## config.mk

```make
export PLATFORM = sky130hd
export DESIGN_NAME = irq_nmi_controller
export DESIGN_NICKNAME = d
export VERILOG_FILES = /design/src/rtl/irq_nmi_pkg.sv /design/src/rtl/irq_nmi_controller.sv
export SDC_FILE = /design/constraint.sdc
export NUM_CORES = 1
export LEC_CHECK = 0
export ABC_AREA = 1
export BUFFER_PORTS_ARGS = -buffer_cell sky130_fd_sc_hd__buf_4
export CORE_MARGIN = 8
export CORE_UTILIZATION = 35
export CTS_CLUSTER_SIZE = 40
export DETAILED_ROUTE_END_ITERATION = 10
export PLACE_DENSITY = 0.52
export SYNTH_ARGS = -nofsm -noshare
export SYNTH_HDL_FRONTEND = slang
export SYNTH_SLANG_ARGS = --single-unit
```

## constraint.sdc

```tcl
create_clock -name pclk -period 2.9 [get_ports pclk]
set_input_delay 0.58 -clock pclk [delete_from_list [all_inputs] [get_ports pclk]]
set_output_delay 0.58 -clock pclk [all_outputs]
set_load 0.02 [all_outputs]
```

## src/rtl/irq_nmi_pkg.sv

```systemverilog
// package: constants and types for the interrupt controller
package irq_nmi_pkg;
   localparam int NSRC = 6;
   localparam logic [11:0] ENABLE_OFS = 12'h00c;
   localparam logic [11:0] PENDING_OFS = 12'h00d;
   localparam logic [11:0] ROUTE_OFS = 12'h00e;
   localparam logic [11:0] TICKCTL_OFS = 12'h00f;
   localparam logic [11:0] ENABLE_ADDR = {ENABLE_OFS[9:0], 2'b00};
   localparam logic [11:0] PENDING_ADDR = {PENDING_OFS[9:0], 2'b00};
   localparam logic [11:0] ROUTE_ADDR = {ROUTE_OFS[9:0], 2'b00};
   localparam logic [11:0] TICKCTL_ADDR = {TICKCTL_OFS[9:0], 2'b00};
   localparam logic [11:0] CPUCTL_ADDR = 12'h040;
   localparam logic [5:0] ENABLE_RST = 6'h00;
   localparam logic [5:0] ROUTE_RST = 6'h00;
   localparam logic [2:0] FAST_RATE_RST = 3'h3;
   localparam logic [2:0] SLOW_RATE_RST = 3'h0;
   localparam logic EDGE_RISING_RST = 1'b1;
   localparam int FAST_LSB = 0;
   localparam int SLOW_LSB = 3;
   localparam int EDGE_BIT = 6;
   localparam int SRC_TIMER0 = 2;
   localparam int SRC_FAST = 3;
   localparam int SRC_SLOW = 4;
   localparam int SRC_EXT = 5;
   localparam int TAP_W = 14;
   localparam logic [10:0] VECTOR_BASE = 11'h7e0;
   localparam logic [15:0] PC_RST = 16'h0000;
   localparam int STACK_DEPTH = 8;

   typedef struct packed {
      logic [2:0] fast_rate;
      logic [2:0] slow_rate;
      logic edge_rising;
   } tick_ctl_t;

   typedef enum logic [1:0] {
      ST_RUN = 2'b00,
      ST_ENTER = 2'b01,
      ST_SERVICE = 2'b11
   } cpu_state_t;

   // fast tick: 000=tap10 ... 111=tap0
   function automatic logic [3:0] fast_tap(input logic [2:0] sel);
      logic [3:0] t;
      t = 4'h0;
      case (sel)
         3'h0: t = 4'ha;
         3'h1: t = 4'h8;
         3'h2: t = 4'h6;
         3'h3: t = 4'h4;
         3'h4: t = 4'h3;
         3'h5: t = 4'h2;
         3'h6: t = 4'h1;
         3'h7: t = 4'h0;
         default: t = 4'h0;
      endcase
      return t;
   endfunction : fast_tap

   function automatic logic [3:0] slow_tap(input logic [2:0] sel);
      return 4'hd - {1'b0, sel};
   endfunction : slow_tap

   // index of lowest set bit, timer2 (bit 0) is highest priority
   function automatic logic [2:0] prio_pick(input logic [5:0] req);
      logic [2:0] idx;
      idx = 3'h0;
      for (int i = NSRC - 1; i >= 0; i--) begin
         if (req[i]) begin
            idx = 3'(i);
         end
      end
      return idx;
   endfunction : prio_pick
endpackage : irq_nmi_pkg

```

## src/rtl/irq_nmi_controller.sv

```systemverilog
// interrupt controller: flags, enables, routing, tick divider, vectors
//
// Decided for this implementation: register access over APB.
`timescale 1ns/1ps
module irq_nmi_controller
   import irq_nmi_pkg::*;
(
   input wire logic pclk,
   input wire logic presetn,
   input wire logic psel,
   input wire logic penable,
   input wire logic pwrite,
   input wire logic [11:0] paddr,
   input wire logic [31:0] pwdata,
   input wire logic [3:0] pstrb,
   output logic [31:0] prdata,
   output logic pready,
   output logic pslverr,
   input wire logic slow_clock_en,
   input wire logic halt_mode,
   input wire logic timer2_event,
   input wire logic timer1_event,
   input wire logic timer0_event,
   input wire logic timer0_stop_event,
   input wire logic timer0_stop_mode,
   input wire logic external_source,
   input wire logic irq_mask,
   input wire logic take_ack,
   input wire logic return_req,
   input wire logic [15:0] cur_pc,
   output logic irq_req,
   output logic nmi_req,
   output logic [15:0] pc_load,
   output logic pc_load_valid,
   output logic [5:0] src_taken
);
   logic [5:0] irq_enable_bits_ff;
   logic [5:0] irq_pending_flags_ff;
   logic [5:0] route_ff;
   tick_ctl_t tick_ff;
   logic [TAP_W-1:0] divider_tap_ff;
   logic [TAP_W-1:0] nxt_divider_tap;
   logic fast_tick_ff;
   logic slow_tick_ff;
   logic ext_prev_ff;
   logic [5:0] events;
   logic wr_acc;
   logic rd_acc;
   logic pend_wr;
   logic [5:0] active;
   logic [5:0] irq_lines;
   logic [5:0] nmi_lines;
   logic [5:0] nmi_prev_ff;
   logic [5:0] nmi_edge;
   logic nmi_hold_ff;
   logic [2:0] nmi_src_ff;
   logic irq_ff;
   logic nmi_ff;
   cpu_state_t state_ff;
   cpu_state_t nxt_state;
   logic [15:0] stack_ff [STACK_DEPTH];
   logic [3:0] sp_ff;
   logic [15:0] pc_load_ff;
   logic pc_valid_ff;
   logic [5:0] taken_ff;
   logic [31:0] prdata_ff;
   logic [31:0] nxt_prdata;
   logic addr_ok;
   logic pslverr_ff;
   logic [2:0] pick;
   logic pick_nmi;

   assign wr_acc = psel & penable & pwrite;
   assign rd_acc = psel & penable & ~pwrite;
   assign pend_wr = wr_acc & pstrb[0] & (paddr == PENDING_ADDR);
   assign addr_ok = (paddr == ENABLE_ADDR) || (paddr == PENDING_ADDR) ||
      (paddr == ROUTE_ADDR) || (paddr == TICKCTL_ADDR);

   // tap n toggles at slow/2^(n+1); its rising edge is the tick
   always_comb begin
      nxt_divider_tap = divider_tap_ff;
      if (slow_clock_en && !halt_mode) begin
         nxt_divider_tap = divider_tap_ff + 1'b1;
      end
   end

   always_ff @(posedge pclk or negedge presetn) begin
      if (!presetn) begin
         divider_tap_ff <= '0;
         fast_tick_ff <= 1'b0;
         slow_tick_ff <= 1'b0;
      end else begin
         divider_tap_ff <= nxt_divider_tap;
         fast_tick_ff <= ~divider_tap_ff[fast_tap(tick_ff.fast_rate)] &
            nxt_divider_tap[fast_tap(tick_ff.fast_rate)];
         slow_tick_ff <= ~divider_tap_ff[slow_tap(tick_ff.slow_rate)] &
            nxt_divider_tap[slow_tap(tick_ff.slow_rate)];
      end
   end

   always_ff @(posedge pclk or negedge presetn) begin
      if (!presetn) begin
         ext_prev_ff <= 1'b0;
      end else begin
         ext_prev_ff <= external_source;
      end
   end

   always_comb begin
      events = '0;
      events[0] = timer2_event;
      events[1] = timer1_event;
      events[SRC_TIMER0] = timer0_stop_mode ? timer0_stop_event
         : timer0_event;
      events[SRC_FAST] = fast_tick_ff;
      events[SRC_SLOW] = slow_tick_ff;
      events[SRC_EXT] = tick_ff.edge_rising ?
         (external_source & ~ext_prev_ff) :
         (~external_source & ext_prev_ff);
   end

   // set wins over a simultaneous software clear
   always_ff @(posedge pclk or negedge presetn) begin
      if (!presetn) begin
         irq_pending_flags_ff <= '0;
      end else begin
         for (int i = 0; i < NSRC; i++) begin
            if (events[i]) begin
               irq_pending_flags_ff[i] <= 1'b1;
            end else if (pend_wr && !pwdata[i]) begin
               irq_pending_flags_ff[i] <= 1'b0;
            end
         end
      end
   end

   always_ff @(posedge pclk or negedge presetn) begin
      if (!presetn) begin
         irq_enable_bits_ff <= ENABLE_RST;
         route_ff <= ROUTE_RST;
         tick_ff.fast_rate <= FAST_RATE_RST;
         tick_ff.slow_rate <= SLOW_RATE_RST;
         tick_ff.edge_rising <= EDGE_RISING_RST;
      end else if (wr_acc && pstrb[0]) begin
         if (paddr == ENABLE_ADDR) begin
            irq_enable_bits_ff <= pwdata[5:0];
         end
         if (paddr == ROUTE_ADDR) begin
            route_ff <= pwdata[5:0];
         end
         if (paddr == TICKCTL_ADDR) begin
            tick_ff.fast_rate <= pwdata[FAST_LSB +: 3];
            tick_ff.slow_rate <= pwdata[SLOW_LSB +: 3];
            tick_ff.edge_rising <= pwdata[EDGE_BIT];
         end
      end
   end

   always_comb begin
      nxt_prdata = '0;
      unique case (paddr)
         ENABLE_ADDR: nxt_prdata[5:0] = irq_enable_bits_ff;
         PENDING_ADDR: nxt_prdata[5:0] = irq_pending_flags_ff;
         ROUTE_ADDR: nxt_prdata[5:0] = route_ff;
         TICKCTL_ADDR: nxt_prdata[6:0] = {tick_ff.edge_rising,
            tick_ff.slow_rate, tick_ff.fast_rate};
         default: nxt_prdata = '0;
      endcase
   end

   // zero-wait slave; read data registered in the setup cycle
   always_ff @(posedge pclk or negedge presetn) begin
      if (!presetn) begin
         prdata_ff <= '0;
      end else if (psel && !penable && !pwrite) begin
         prdata_ff <= nxt_prdata;
      end
   end

   // error flag raised in the setup cycle so it stands in the access phase
   always_ff @(posedge pclk or negedge presetn) begin
      if (!presetn) begin
         pslverr_ff <= 1'b0;
      end else begin
         pslverr_ff <= psel & ~penable & ~addr_ok;
      end
   end

   assign prdata = prdata_ff;
   assign pready = 1'b1;
   assign pslverr = pslverr_ff;

   assign active = irq_pending_flags_ff & irq_enable_bits_ff;
   assign irq_lines = active & ~route_ff;
   assign nmi_lines = active & route_ff;
   assign nmi_edge = nmi_lines & ~nmi_prev_ff;

   always_ff @(posedge pclk or negedge presetn) begin
      if (!presetn) begin
         nmi_prev_ff <= '0;
         nmi_hold_ff <= 1'b0;
         nmi_src_ff <= 3'h0;
      end else begin
         nmi_prev_ff <= nmi_lines;
         if (nmi_edge != '0 && !nmi_hold_ff) begin
            nmi_hold_ff <= 1'b1;
            nmi_src_ff <= prio_pick(nmi_edge);
         end else if (state_ff == ST_ENTER && pick_nmi) begin
            nmi_hold_ff <= 1'b0;
         end
      end
   end

   always_ff @(posedge pclk or negedge presetn) begin
      if (!presetn) begin
         irq_ff <= 1'b0;
         nmi_ff <= 1'b0;
      end else begin
         irq_ff <= (irq_lines != '0) & ~irq_mask;
         nmi_ff <= nmi_hold_ff;
      end
   end

   assign irq_req = irq_ff;
   assign nmi_req = nmi_ff;
   assign pick_nmi = nmi_hold_ff;
   assign pick = pick_nmi ? nmi_src_ff : prio_pick(irq_lines);

   always_comb begin
      nxt_state = state_ff;
      unique case (state_ff)
         ST_RUN: if (take_ack && (nmi_hold_ff || irq_lines != '0)) begin
            nxt_state = ST_ENTER;
         end
         ST_ENTER: nxt_state = ST_SERVICE;
         ST_SERVICE: if (return_req) begin
            nxt_state = ST_RUN;
         end
         default: nxt_state = ST_RUN;
      endcase
   end

   always_ff @(posedge pclk or negedge presetn) begin
      if (!presetn) begin
         state_ff <= ST_RUN;
      end else begin
         state_ff <= nxt_state;
      end
   end

   // return stack has no reset; only pushed entries are ever popped
   always_ff @(posedge pclk) begin
      if (state_ff == ST_ENTER) begin
         stack_ff[sp_ff[2:0]] <= cur_pc;
      end
   end

   // push on entry, pop on return; entry only from ST_RUN, so at most one entry is stacked
   always_ff @(posedge pclk or negedge presetn) begin
      if (!presetn) begin
         sp_ff <= 4'h0;
         pc_load_ff <= PC_RST;
         pc_valid_ff <= 1'b0;
         taken_ff <= '0;
      end else begin
         pc_valid_ff <= 1'b0;
         taken_ff <= '0;
         if (state_ff == ST_ENTER) begin
            sp_ff <= sp_ff + 4'h1;
            pc_load_ff <= {5'h00, VECTOR_BASE + {7'h00, pick, 1'b0}};
            pc_valid_ff <= 1'b1;
            taken_ff[pick] <= 1'b1;
         end else if (state_ff == ST_SERVICE && return_req &&
               sp_ff != 4'h0) begin
            sp_ff <= sp_ff - 4'h1;
            pc_load_ff <= stack_ff[sp_ff[2:0] - 3'h1];
            pc_valid_ff <= 1'b1;
         end
      end
   end

   assign pc_load = pc_load_ff;
   assign pc_load_valid = pc_valid_ff;
   assign src_taken = taken_ff;

   property p_flag_holds;
      @(posedge pclk) disable iff (!presetn)
      irq_pending_flags_ff[0] && !(pend_wr && !pwdata[0])
         |=> irq_pending_flags_ff[0];
   endproperty
   a_flag_holds: assert property (p_flag_holds)
      else $error("flag dropped without clear");

   property p_set_disabled;
      @(posedge pclk) disable iff (!presetn)
      timer1_event && !irq_enable_bits_ff[1] |=> irq_pending_flags_ff[1];
   endproperty
   a_set_disabled: assert property (p_set_disabled)
      else $error("flag not set while disabled");

   property p_clear;
      @(posedge pclk) disable iff (!presetn)
      pend_wr && !pwdata[3] && !events[3] |=> !irq_pending_flags_ff[3];
   endproperty
   a_clear: assert property (p_clear)
      else $error("zero write did not clear");

   property p_ext_edge;
      @(posedge pclk) disable iff (!presetn)
      tick_ff.edge_rising && $rose(external_source)
         |=> irq_pending_flags_ff[SRC_EXT];
   endproperty
   a_ext_edge: assert property (p_ext_edge)
      else $error("rising edge missed");

   property p_halt_stop;
      @(posedge pclk) disable iff (!presetn)
      halt_mode |=> $stable(divider_tap_ff);
   endproperty
   a_halt_stop: assert property (p_halt_stop)
      else $error("divider ran in halt");

   property p_irq_needs_enable;
      @(posedge pclk) disable iff (!presetn)
      irq_req |-> $past(irq_lines) != '0;
   endproperty
   a_irq_needs_enable: assert property (p_irq_needs_enable)
      else $error("irq without enabled flag");

   property p_vector;
      @(posedge pclk) disable iff (!presetn)
      state_ff == ST_ENTER && !pick_nmi && irq_lines[0]
         |=> pc_load == 16'h07e0 && pc_load_valid;
   endproperty
   a_vector: assert property (p_vector)
      else $error("timer2 vector wrong");

   property p_return;
      @(posedge pclk) disable iff (!presetn)
      state_ff == ST_SERVICE && return_req && sp_ff != 4'h0
         |=> pc_load_valid && sp_ff == $past(sp_ff) - 4'h1;
   endproperty
   a_return: assert property (p_return)
      else $error("return did not pop the stack");

   property p_route;
      @(posedge pclk) disable iff (!presetn)
      (active & ~route_ff) == '0 |=> !irq_req;
   endproperty
   a_route: assert property (p_route)
      else $error("nmi routed source raised irq");

   property p_nmi_latch;
      @(posedge pclk) disable iff (!presetn)
      $rose(nmi_lines[1]) && !nmi_hold_ff |=> nmi_hold_ff ##1 nmi_req;
   endproperty
   a_nmi_latch: assert property (p_nmi_latch)
      else $error("nmi edge not latched");

   property p_entry_onehot;
      @(posedge pclk) disable iff (!presetn)
      state_ff == ST_ENTER |=> pc_load_valid && $onehot(src_taken);
   endproperty
   a_entry_onehot: assert property (p_entry_onehot)
      else $error("entry without vector load");

   property p_stop_mode;
      @(posedge pclk) disable iff (!presetn)
      timer0_stop_mode && !timer0_stop_event && !irq_pending_flags_ff[2]
         |=> !irq_pending_flags_ff[2];
   endproperty
   a_stop_mode: assert property (p_stop_mode)
      else $error("timer0 event flagged in stop mode");

   c_irq: cover property (@(posedge pclk) disable iff (!presetn)
      state_ff == ST_ENTER && !pick_nmi);
   c_nmi: cover property (@(posedge pclk) disable iff (!presetn)
      state_ff == ST_ENTER && pick_nmi);
   c_ret: cover property (@(posedge pclk) disable iff (!presetn)
      state_ff == ST_SERVICE && return_req);
   c_fast_tick: cover property (@(posedge pclk) disable iff (!presetn)
      fast_tick_ff && irq_enable_bits_ff[SRC_FAST]);
   c_slow_tick: cover property (@(posedge pclk) disable iff (!presetn)
      slow_tick_ff && irq_enable_bits_ff[SRC_SLOW]);
endmodule : irq_nmi_controller

```

Word level (Yosys, flattened, before mapping) --
Memory sizes are Yosys's and may differ from the RTL's. Cells that the tools add are included. W data, S select, Z words.
Word-level totals: register bits 91, RAM bits 128, bits in read-only memories 64, input bits 80, output and inout bits 59, memories 3
Operators by class: add/sub/neg operators 6, $lt $le $gt $ge 5, eq/ne operators 8, muxes and demuxes 54, bitwise gates (word level) 24, reductions and logical operators 46
Memories:
- stack_ff | words 8, width 16, rd ports 1, clocked after Yosys merged registers in 0, write ports 1, line irq_nmi_controller.sv:61 | logic [15:0] stack_ff [STACK_DEPTH];
- (no name shown) | words 8, width 4, rd ports 1, clocked after Yosys merged registers in 0, write ports 0, line irq_nmi_pkg.sv:46 | case (sel)
- (no name shown) | words 8, width 4, rd ports 1, clocked after Yosys merged registers in 0, write ports 0, line irq_nmi_pkg.sv:46
Operators with widths (number):
- $eq A12 B6 Y1 const B | 4
- $mux W3 | 13
- $mux W16 | 2
- $mux W1 | 26
- $and A6 B6 Y6 | 4
- $pmux W6 S4 | 1
- $bmux W1 S4 | 4
- $logic_and A1 B1 Y1 | 16
- $reduce_bool A2 Y1 | 8
- $lt A4 B5 Y1 const B | 3
- $add A14 B1 Y14 const B | 1
- $mux W14 | 1
- $not A6 Y6 | 2
- $reduce_bool A6 Y1 | 2
- $and A1 B1 Y1 | 11
- $logic_not A1 Y1 | 10
- $mux W4 | 2
- $reduce_and A2 Y1 | 4
- $add A6 B5 Y7 const A | 1
- $not A1 Y1 | 7
- $mux W6 | 1
- $pmux W2 S3 | 1
- $add A4 B1 Y4 const B | 1
- $logic_or A1 B1 Y1 | 4
- other kinds (12) | 14

Logic depth before layout (Yosys ltp) --
Gate-level depths: netlist of the first run.
depth in word-level cells 14, depth in mapped cells 14

Worst setup path before layout of the first run --
Ideal clock, no wire load.
path type flip-flop to flip-flop, start point reg sp_ff[0], end point reg pc_load_ff[7], in the netlist pc_load[7], library setup time 0.064 ns, data arrival time 2.069 ns, slack 0.767 ns, stages on the path, launching flop included 13, buffers on the path 4, path through dfrtp_1 -> inv_1 -> buf_2 -> buf_2 -> ha_1 -> buf_2 -> inv_2 -> buf_2 -> a21oi_1 -> a221o_1 -> nand3_1 -> o21ai_0 -> inv_1
Between the ends: word-level cells in the longest chain between the ends 4
Ends and longest elaborated chain:
- from (decl) | line irq_nmi_controller.sv:62 | logic [3:0] sp_ff;
- from (signal assigned) | line irq_nmi_controller.sv:269 | sp_ff <= sp_ff + 4'h1;
- from (signal assigned) | line irq_nmi_controller.sv:275 | sp_ff <= sp_ff - 4'h1;
- $sub A3 B1 Y3 | line irq_nmi_controller.sv:276 | pc_load_ff <= stack_ff[sp_ff[2:0] - 3'h1];
- $mem_v2 Z8 W16
- $mux W16 | line irq_nmi_controller.sv:273 | end else if (state_ff == ST_SERVICE && return_req &&
- $mux W16 | line irq_nmi_controller.sv:268 | if (state_ff == ST_ENTER) begin
- to (signal assigned) | line irq_nmi_controller.sv:270 | pc_load_ff <= {5'h00, VECTOR_BASE + {7'h00, pick, 1'b0}};
- to (signal assigned) | line irq_nmi_controller.sv:276
- to (decl) | line irq_nmi_controller.sv:63 | logic [15:0] pc_load_ff;
Several ways; a longest one is shown, not always the timed one. The select of a mux whose other input is x is not followed. A chain may end at the register's enable or synchronous reset.

Final worst setup path of the first run --
start point reg sp_ff[0], end point reg pc_load_ff[8], in the netlist pc_load[8]
The elaborated chain is that of the path after synthesis.

==> results of run 1 <==
cells by family (layout without fill, tap and decap cells):
group                      count (synthesis)  count (layout)  synth area share [%]
buffers and inverters                    152             241                  7.12
and+or+nand+nor                          390             390                  17.7
xor gates and xnor gates                   4               4                 0.430
DFF                                      219             219                  61.9
muxes                                      2               2                 0.215
AOI/OAI and AO/OA                        196             196                  11.7
adders and majority gates                  6               6                 0.835
other                                      2              26                0.0759
stage by stage:
| stage | instance area [µm²] | instances | util, % |
|---|---|---|---|
| CTS | 11700 | 1462 | 42.0 |
| detailed placement | 10900 | 1418 | 39.2 |
| global placement | 10900 | 1418 | 39.2 |
| global route | 11700 | 1462 | 42.0 |
| finish | 11700 | 1462 | 42.0 |
| floorplan | 9980 | 995 | - |
power groups by stage:
stage	clock, µW	sequential [µW]	combinational (µW)
2_1_floorplan	0	3790	1930
3_3_place_gp	0	3780	2830
3_5_place_dp	0	3780	2840
4_1_cts	3080	3720	2850
5_1_grt	3200	3750	3170
6_report	2990	3720	2820
metal layers:
| layer | vias to the layer above | wire length, µm | global-route usage [%] |
|---|---|---|---|
| met4 | 2 | 477 | 3.58 |
| met1 | 3413 | 11100 | 19.3 |
| met5 | - | 13 | 0 |
| met3 | 34 | 1470 | 2.64 |
| met2 | 160 | 11300 | 23.8 |
| li1 | 3486 | - | - |
layout by cell type (no fill, tap or decap), types with 11 or more instances in the layout:
cell type / count
o221ai_1: 11
dfrtp_1: 87
edfxtp_1: 128
nand2_1: 183
inv_1: 86
o21ai_1: 20
a221o_1: 12
a21oi_1: 39
nand3_1: 60
buf_4: 104
o21ai_0: 80
o22ai_1: 14
nor2_1: 93
clkbuf_16: 25
nor3_1: 11
conb_1: 26
final timing paths:
kind	start	end
worst min-delay path	presetn	pslverr
worst max-delay path	sp_ff[0]	pc_load[8]
worst min register to register	slow_tick_ff	irq_pending_flags_ff[4]
max in group asynchronous	presetn	pc_load[15]
worst max register to register	sp_ff[0]	pc_load[8]
min in group pclk	external_source	ext_prev_ff
flip-flops by register name, summed over array words and instances, names as in the netlist, 7 cells and up:
signal and cells:
tick_ff 7, pc_load 16, stack_ff 128, divider_tap_ff 14
prdata 7
area by class of cell:
| type | count | area [µm²] |
|---|---|---|
| clock buffer | 33 | 676 |
| clock inverter | 11 | 105 |
| fill | 2718 | 16100 |
| inverter | 93 | 349 |
| multi-input combinational | 624 | 3150 |
| sequential | 219 | 6130 |
| tap | 378 | 473 |
| timing repair buffer | 104 | 781 |
==> flow_summary.toml, run 1 <==
[status]
status = "completed"

[worst_setup_path]
cp_max_fo = 19
cp.required_ns = 3.35
crit_path_top_delay_cell = "dfrtp_2"
cp.depth = 8
worst_setup_path_end_kind = "register"
criticalPathCategory = "reg -> reg"
reg2reg_depth = 8
crit_buf_inv = 3
max_stage_delay_ns = 0.61
crit_arrival_ns = 2.79
path_cells = "inv_2 -> ha_1 -> xnor2_2 -> inv_2 -> a221o_1 -> nand3_1 -> o21ai_1 -> inv_1"
worst-r2r-setup-slack_ns = 0.56
crit_family = "flip-flops"
crit_path_start_kind = "register"
crit_top_cell = "inv_2"

[power_and_ir_drop]
pwr-share-clk_pct = 31.4
pwr-share-comb_pct = 29.6
p_leak_uw = 0.00477
vdd_drop_max_v = 0.000713
power_density_mw_per_mm2 = 817
design_power_total_uw = 9530
p_seq_share_pct = 39.0
p_int_uw = 6280
p_switching_uw = 3250
p_sw_share_pct = 34.1

[synth]
synthArstFlopShare_pct = 41.6
synth_top_area_cell = "edfxtp_1"
synth_warnings = 0
yosys_register_bits = 219
ys_top_cells_by_area = "edfxtp_1 39%, dfrtp_1 22%, nand2_1 6.9%, o21ai_0 4.0%, nor2_1 3.6%"
synth_edf_count = 128
synth.most_common_cell = "nand2_1"
yosysTopAreaCellShare_pct = 38.9
yosysUniqueCellTypes = 53
synth_common_cells = "183 x nand2_1, 128 x edfxtp_1, 94 x nor2_1"
synth_flop_cell = "edfxtp_1"
yosysSeqAreaShare_pct = 61.9
synthesis.area_mm2 = 0.00989
synth.avg_cell_area_um2 = 10.2
synthCells = 971

[timing]
rsz0062_at_grt = "no"
final-hold-violation-count = 0
fin_skew_ns = 0.0112
slew_headroom_pct = 58.0
finalSetupTns_ns = 0
hold_slack_ns = 0.0838
finalCritPeriodShare_pct = 80.6
worst_pin_slew_ns = 0.630
period_minus_slack_ns = 2.34
setup_slack_ns = 0.562
fmax_mhz = 428
slew_violations = 0
setup_viol = 0

[route]
postRouteAntennaNets = 0
firstDrtPassIters = 5
vias = 7095
route.detailed.drc = 0
avgViaCountPerCell = 4.85
dr.first_iter.drc_count = 553
wl_um = 24300
avgRoutedWirePerCell_um = 16.6

[clock_tree]
ctsHoldBuffers = 0
insertion_delay_ns = 0.51
cts.sinks = 219
cts_root_buffer = "clkbuf_16"
clock_path_buffers = 3
htree_levels = 1
cts_setup_buffers = 0
path_clk_slew_ns = 0.06
tritoncts = "yes"
numCtsBuffers = 24
cts_resized = 0

[global_routing]
antenna_found_initial = 1
overflow = 0
grtUsageTotal_pct = 14.4
grt_pass1_vias = 7024
grt_pass1_wl_um = 38600
grt_max_degree = 50

[floorplanning]
core-area_mm2 = 0.0278
die_w_um = 184
dieArea_mm2 = 0.0339
die_y_um = 184
start_util_pct = 35.6
placementRows = 61
num_io_pins = 139

[cells_and_area]
finalNetCount = 1152
antennaDiodeCount = 0
drive_above_1_share_pct = 15.9
syn2layout_area_growth_pct = 17.9

[place]
port_buffers = 84
hpwl_um = 16000
dp_slack_ns = 0.576
place_congestion = 0.812

[hold_path]
hold_path_class = "in -> async"

[run]
maxCapViolCount = 0
(Power assumes the default switching activity.)
==> run 2: changes to the inputs <==
PLACE_DENSITY = 0.54   (was 0.52)
clock period = 2.1 ns   (was 2.9 ns; I/O delays follow)
==> flow_summary.toml, run 2 (synthesis results as in run 1) <==
[cells_and_area]
fin_cells = 1483
n_fill_cell = 2681
drive_above_1_share_pct = 17.5
mostFrequentLayoutCells = "183 x nand2_1, 128 x edfxtp_1, 118 x buf_4"
syn2layout_area_growth_pct = 20.2
largest_register_ffs = 128
antennaDiodeCount = 0
final_util_pct = 42.8
final_common_cell = "nand2_1"
finalNetCount = 1173

[worst_setup_path]
path_cells = "inv_2 -> ha_1 -> buf_4 -> a21oi_1 -> a221o_1 -> nand3_1 -> o21ai_0 -> inv_1"
cp.required_ns = 2.56
crit_path_top_delay_cell = "dfrtp_2"
worst_setup_path_end_kind = "register"
timing.rr.end = "pc_load[7]"
cp.depth = 8
cp-startpoint = "sp_ff[0]"
crit_path_end = "pc_load[7]"
cp_max_fo = 17
reg2reg_depth = 8
crit_path_start_kind = "register"
crit_arrival_ns = 2.28
max_stage_delay_ns = 0.39
rr_startpoint = "sp_ff[0]"
worst-r2r-setup-slack_ns = 0.28
criticalPathCategory = "reg -> reg"
crit_family = "compound AO/OA/AOI/OAI gates"
crit_buf_inv = 3

[clock_tree]
htree_levels = 1
numCtsBuffers = 24
insertion_delay_ns = 0.52
tritoncts = "yes"
cts_resized = 0
path_clk_slew_ns = 0.06
ctsHoldBuffers = 2
cts_setup_buffers = 0
cts.sinks = 219
clock_path_buffers = 3
cts_root_buffer = "clkbuf_16"

[route]
avgRoutedWirePerCell_um = 16.6
wl_um = 24600
vias = 7191
avgViaCountPerCell = 4.85
route.detailed.drc = 0
dr.first_iter.drc_count = 484
firstDrtPassIters = 5
postRouteAntennaNets = 0

[place]
dpl.cell_count = 1437
place_congestion = 0.825
hpwl_um = 16600
port_buffers = 84

[timing]
fin_skew_ns = 0.00878
slew_violations = 0
finalSetupTns_ns = 0
finalCritPeriodShare_pct = 86.7
period_minus_slack_ns = 1.82
slew_headroom_pct = 64.6
rsz0062_at_grt = "no"
final-hold-violation-count = 0
worst_pin_slew_ns = 0.531
fmax_mhz = 549
setup_viol = 0

[floorplanning]
core-area_mm2 = 0.0278
num_io_pins = 139
start_util_pct = 35.6
die_y_um = 184
die_w_um = 184
placementRows = 61
dieArea_mm2 = 0.0339

[status]
status = "completed"

[power_and_ir_drop]
vdd_drop_max_v = 0.000821
p_leak_uw = 0.00489
power_density_mw_per_mm2 = 1130

[global_routing]
grt_pass1_vias = 7000
grtUsageTotal_pct = 14.2
overflow = 0
antenna_found_initial = 0
grt_pass1_wl_um = 38500
grt_max_degree = 68

[run]
maxCapViolCount = 0

[hold_path]
hold_path_class = "in -> reg"
[run 2: changes by cell type in the layout (fill, tap and decap cells not counted), sizes merged]
| cell | change |
|---|---|
| clkinv | -3 |
| bufinv | -1 |
| clkbuf | +3 |
| inv | -1 |
| buf | +19 |
| clkinvlp | +2 |
| dlygate4sd3 | +2 |
[run 2: how the worst min path moves through the flow]
stage | depth (start not counted) | slack (ns) | to | startpoint
finish | 2 | 0.05 | irq_req | irq_mask
global route | 2 | 0.04 | irq_req | irq_mask
CTS | 2 | 0.03 | irq_req | irq_mask
detailed placement | 1 | 0.43 | divider_tap_ff[5] | presetn
global placement | 1 | 0.43 | divider_tap_ff[5] | presetn
floorplan | 0 | 0.12 | divider_tap_ff[0] | presetn
[run 2: cell type report]
cell class / instances / area (µm²) / area share (%)
Timing Repair Buffer: 125 / 1010 / 8.46
Tap cell: 378 / 473 / 3.98
Clock inverter: 8 / 81.3 / 0.684
Sequential cell: 219 / 6130 / 51.5
Multi-Input combinational cell: 624 / 3150 / 26.5
Inverter: 93 / 349 / 2.94
Clock buffer: 36 / 706 / 5.93
[run 2: layer usage]
layer / GRT usage [%] / vias up / part of all wire, %
met5: 0 / - / 0
met4: 3.74 / 0 / 1.6
met3: 2.64 / 30 / 6.0
met2: 23.1 / 165 / 46
met1: 19.3 / 3460 / 46
li1: - / 3536 / -
[run 2: power by group]
part,internal (µW),switching [µW]
Clock,2450,1680
Combinational,1500,2710
Sequential,4850,219
Total,8800,4610
[run 2: stage by stage]
step | hold WS (ns) | power [µW] | setup WS, ns | area [µm²]
floorplan | 0.124 | 7910 | 0.00710 | 9980
detailed placement | 0.428 | 9370 | 0.232 | 11100
global placement | 0.427 | 9330 | 0.242 | 11100
global route | 0.0358 | 14100 | 0.115 | 11900
CTS | 0.0279 | 13600 | 0.230 | 11900
finish | 0.0521 | 13400 | 0.279 | 11900
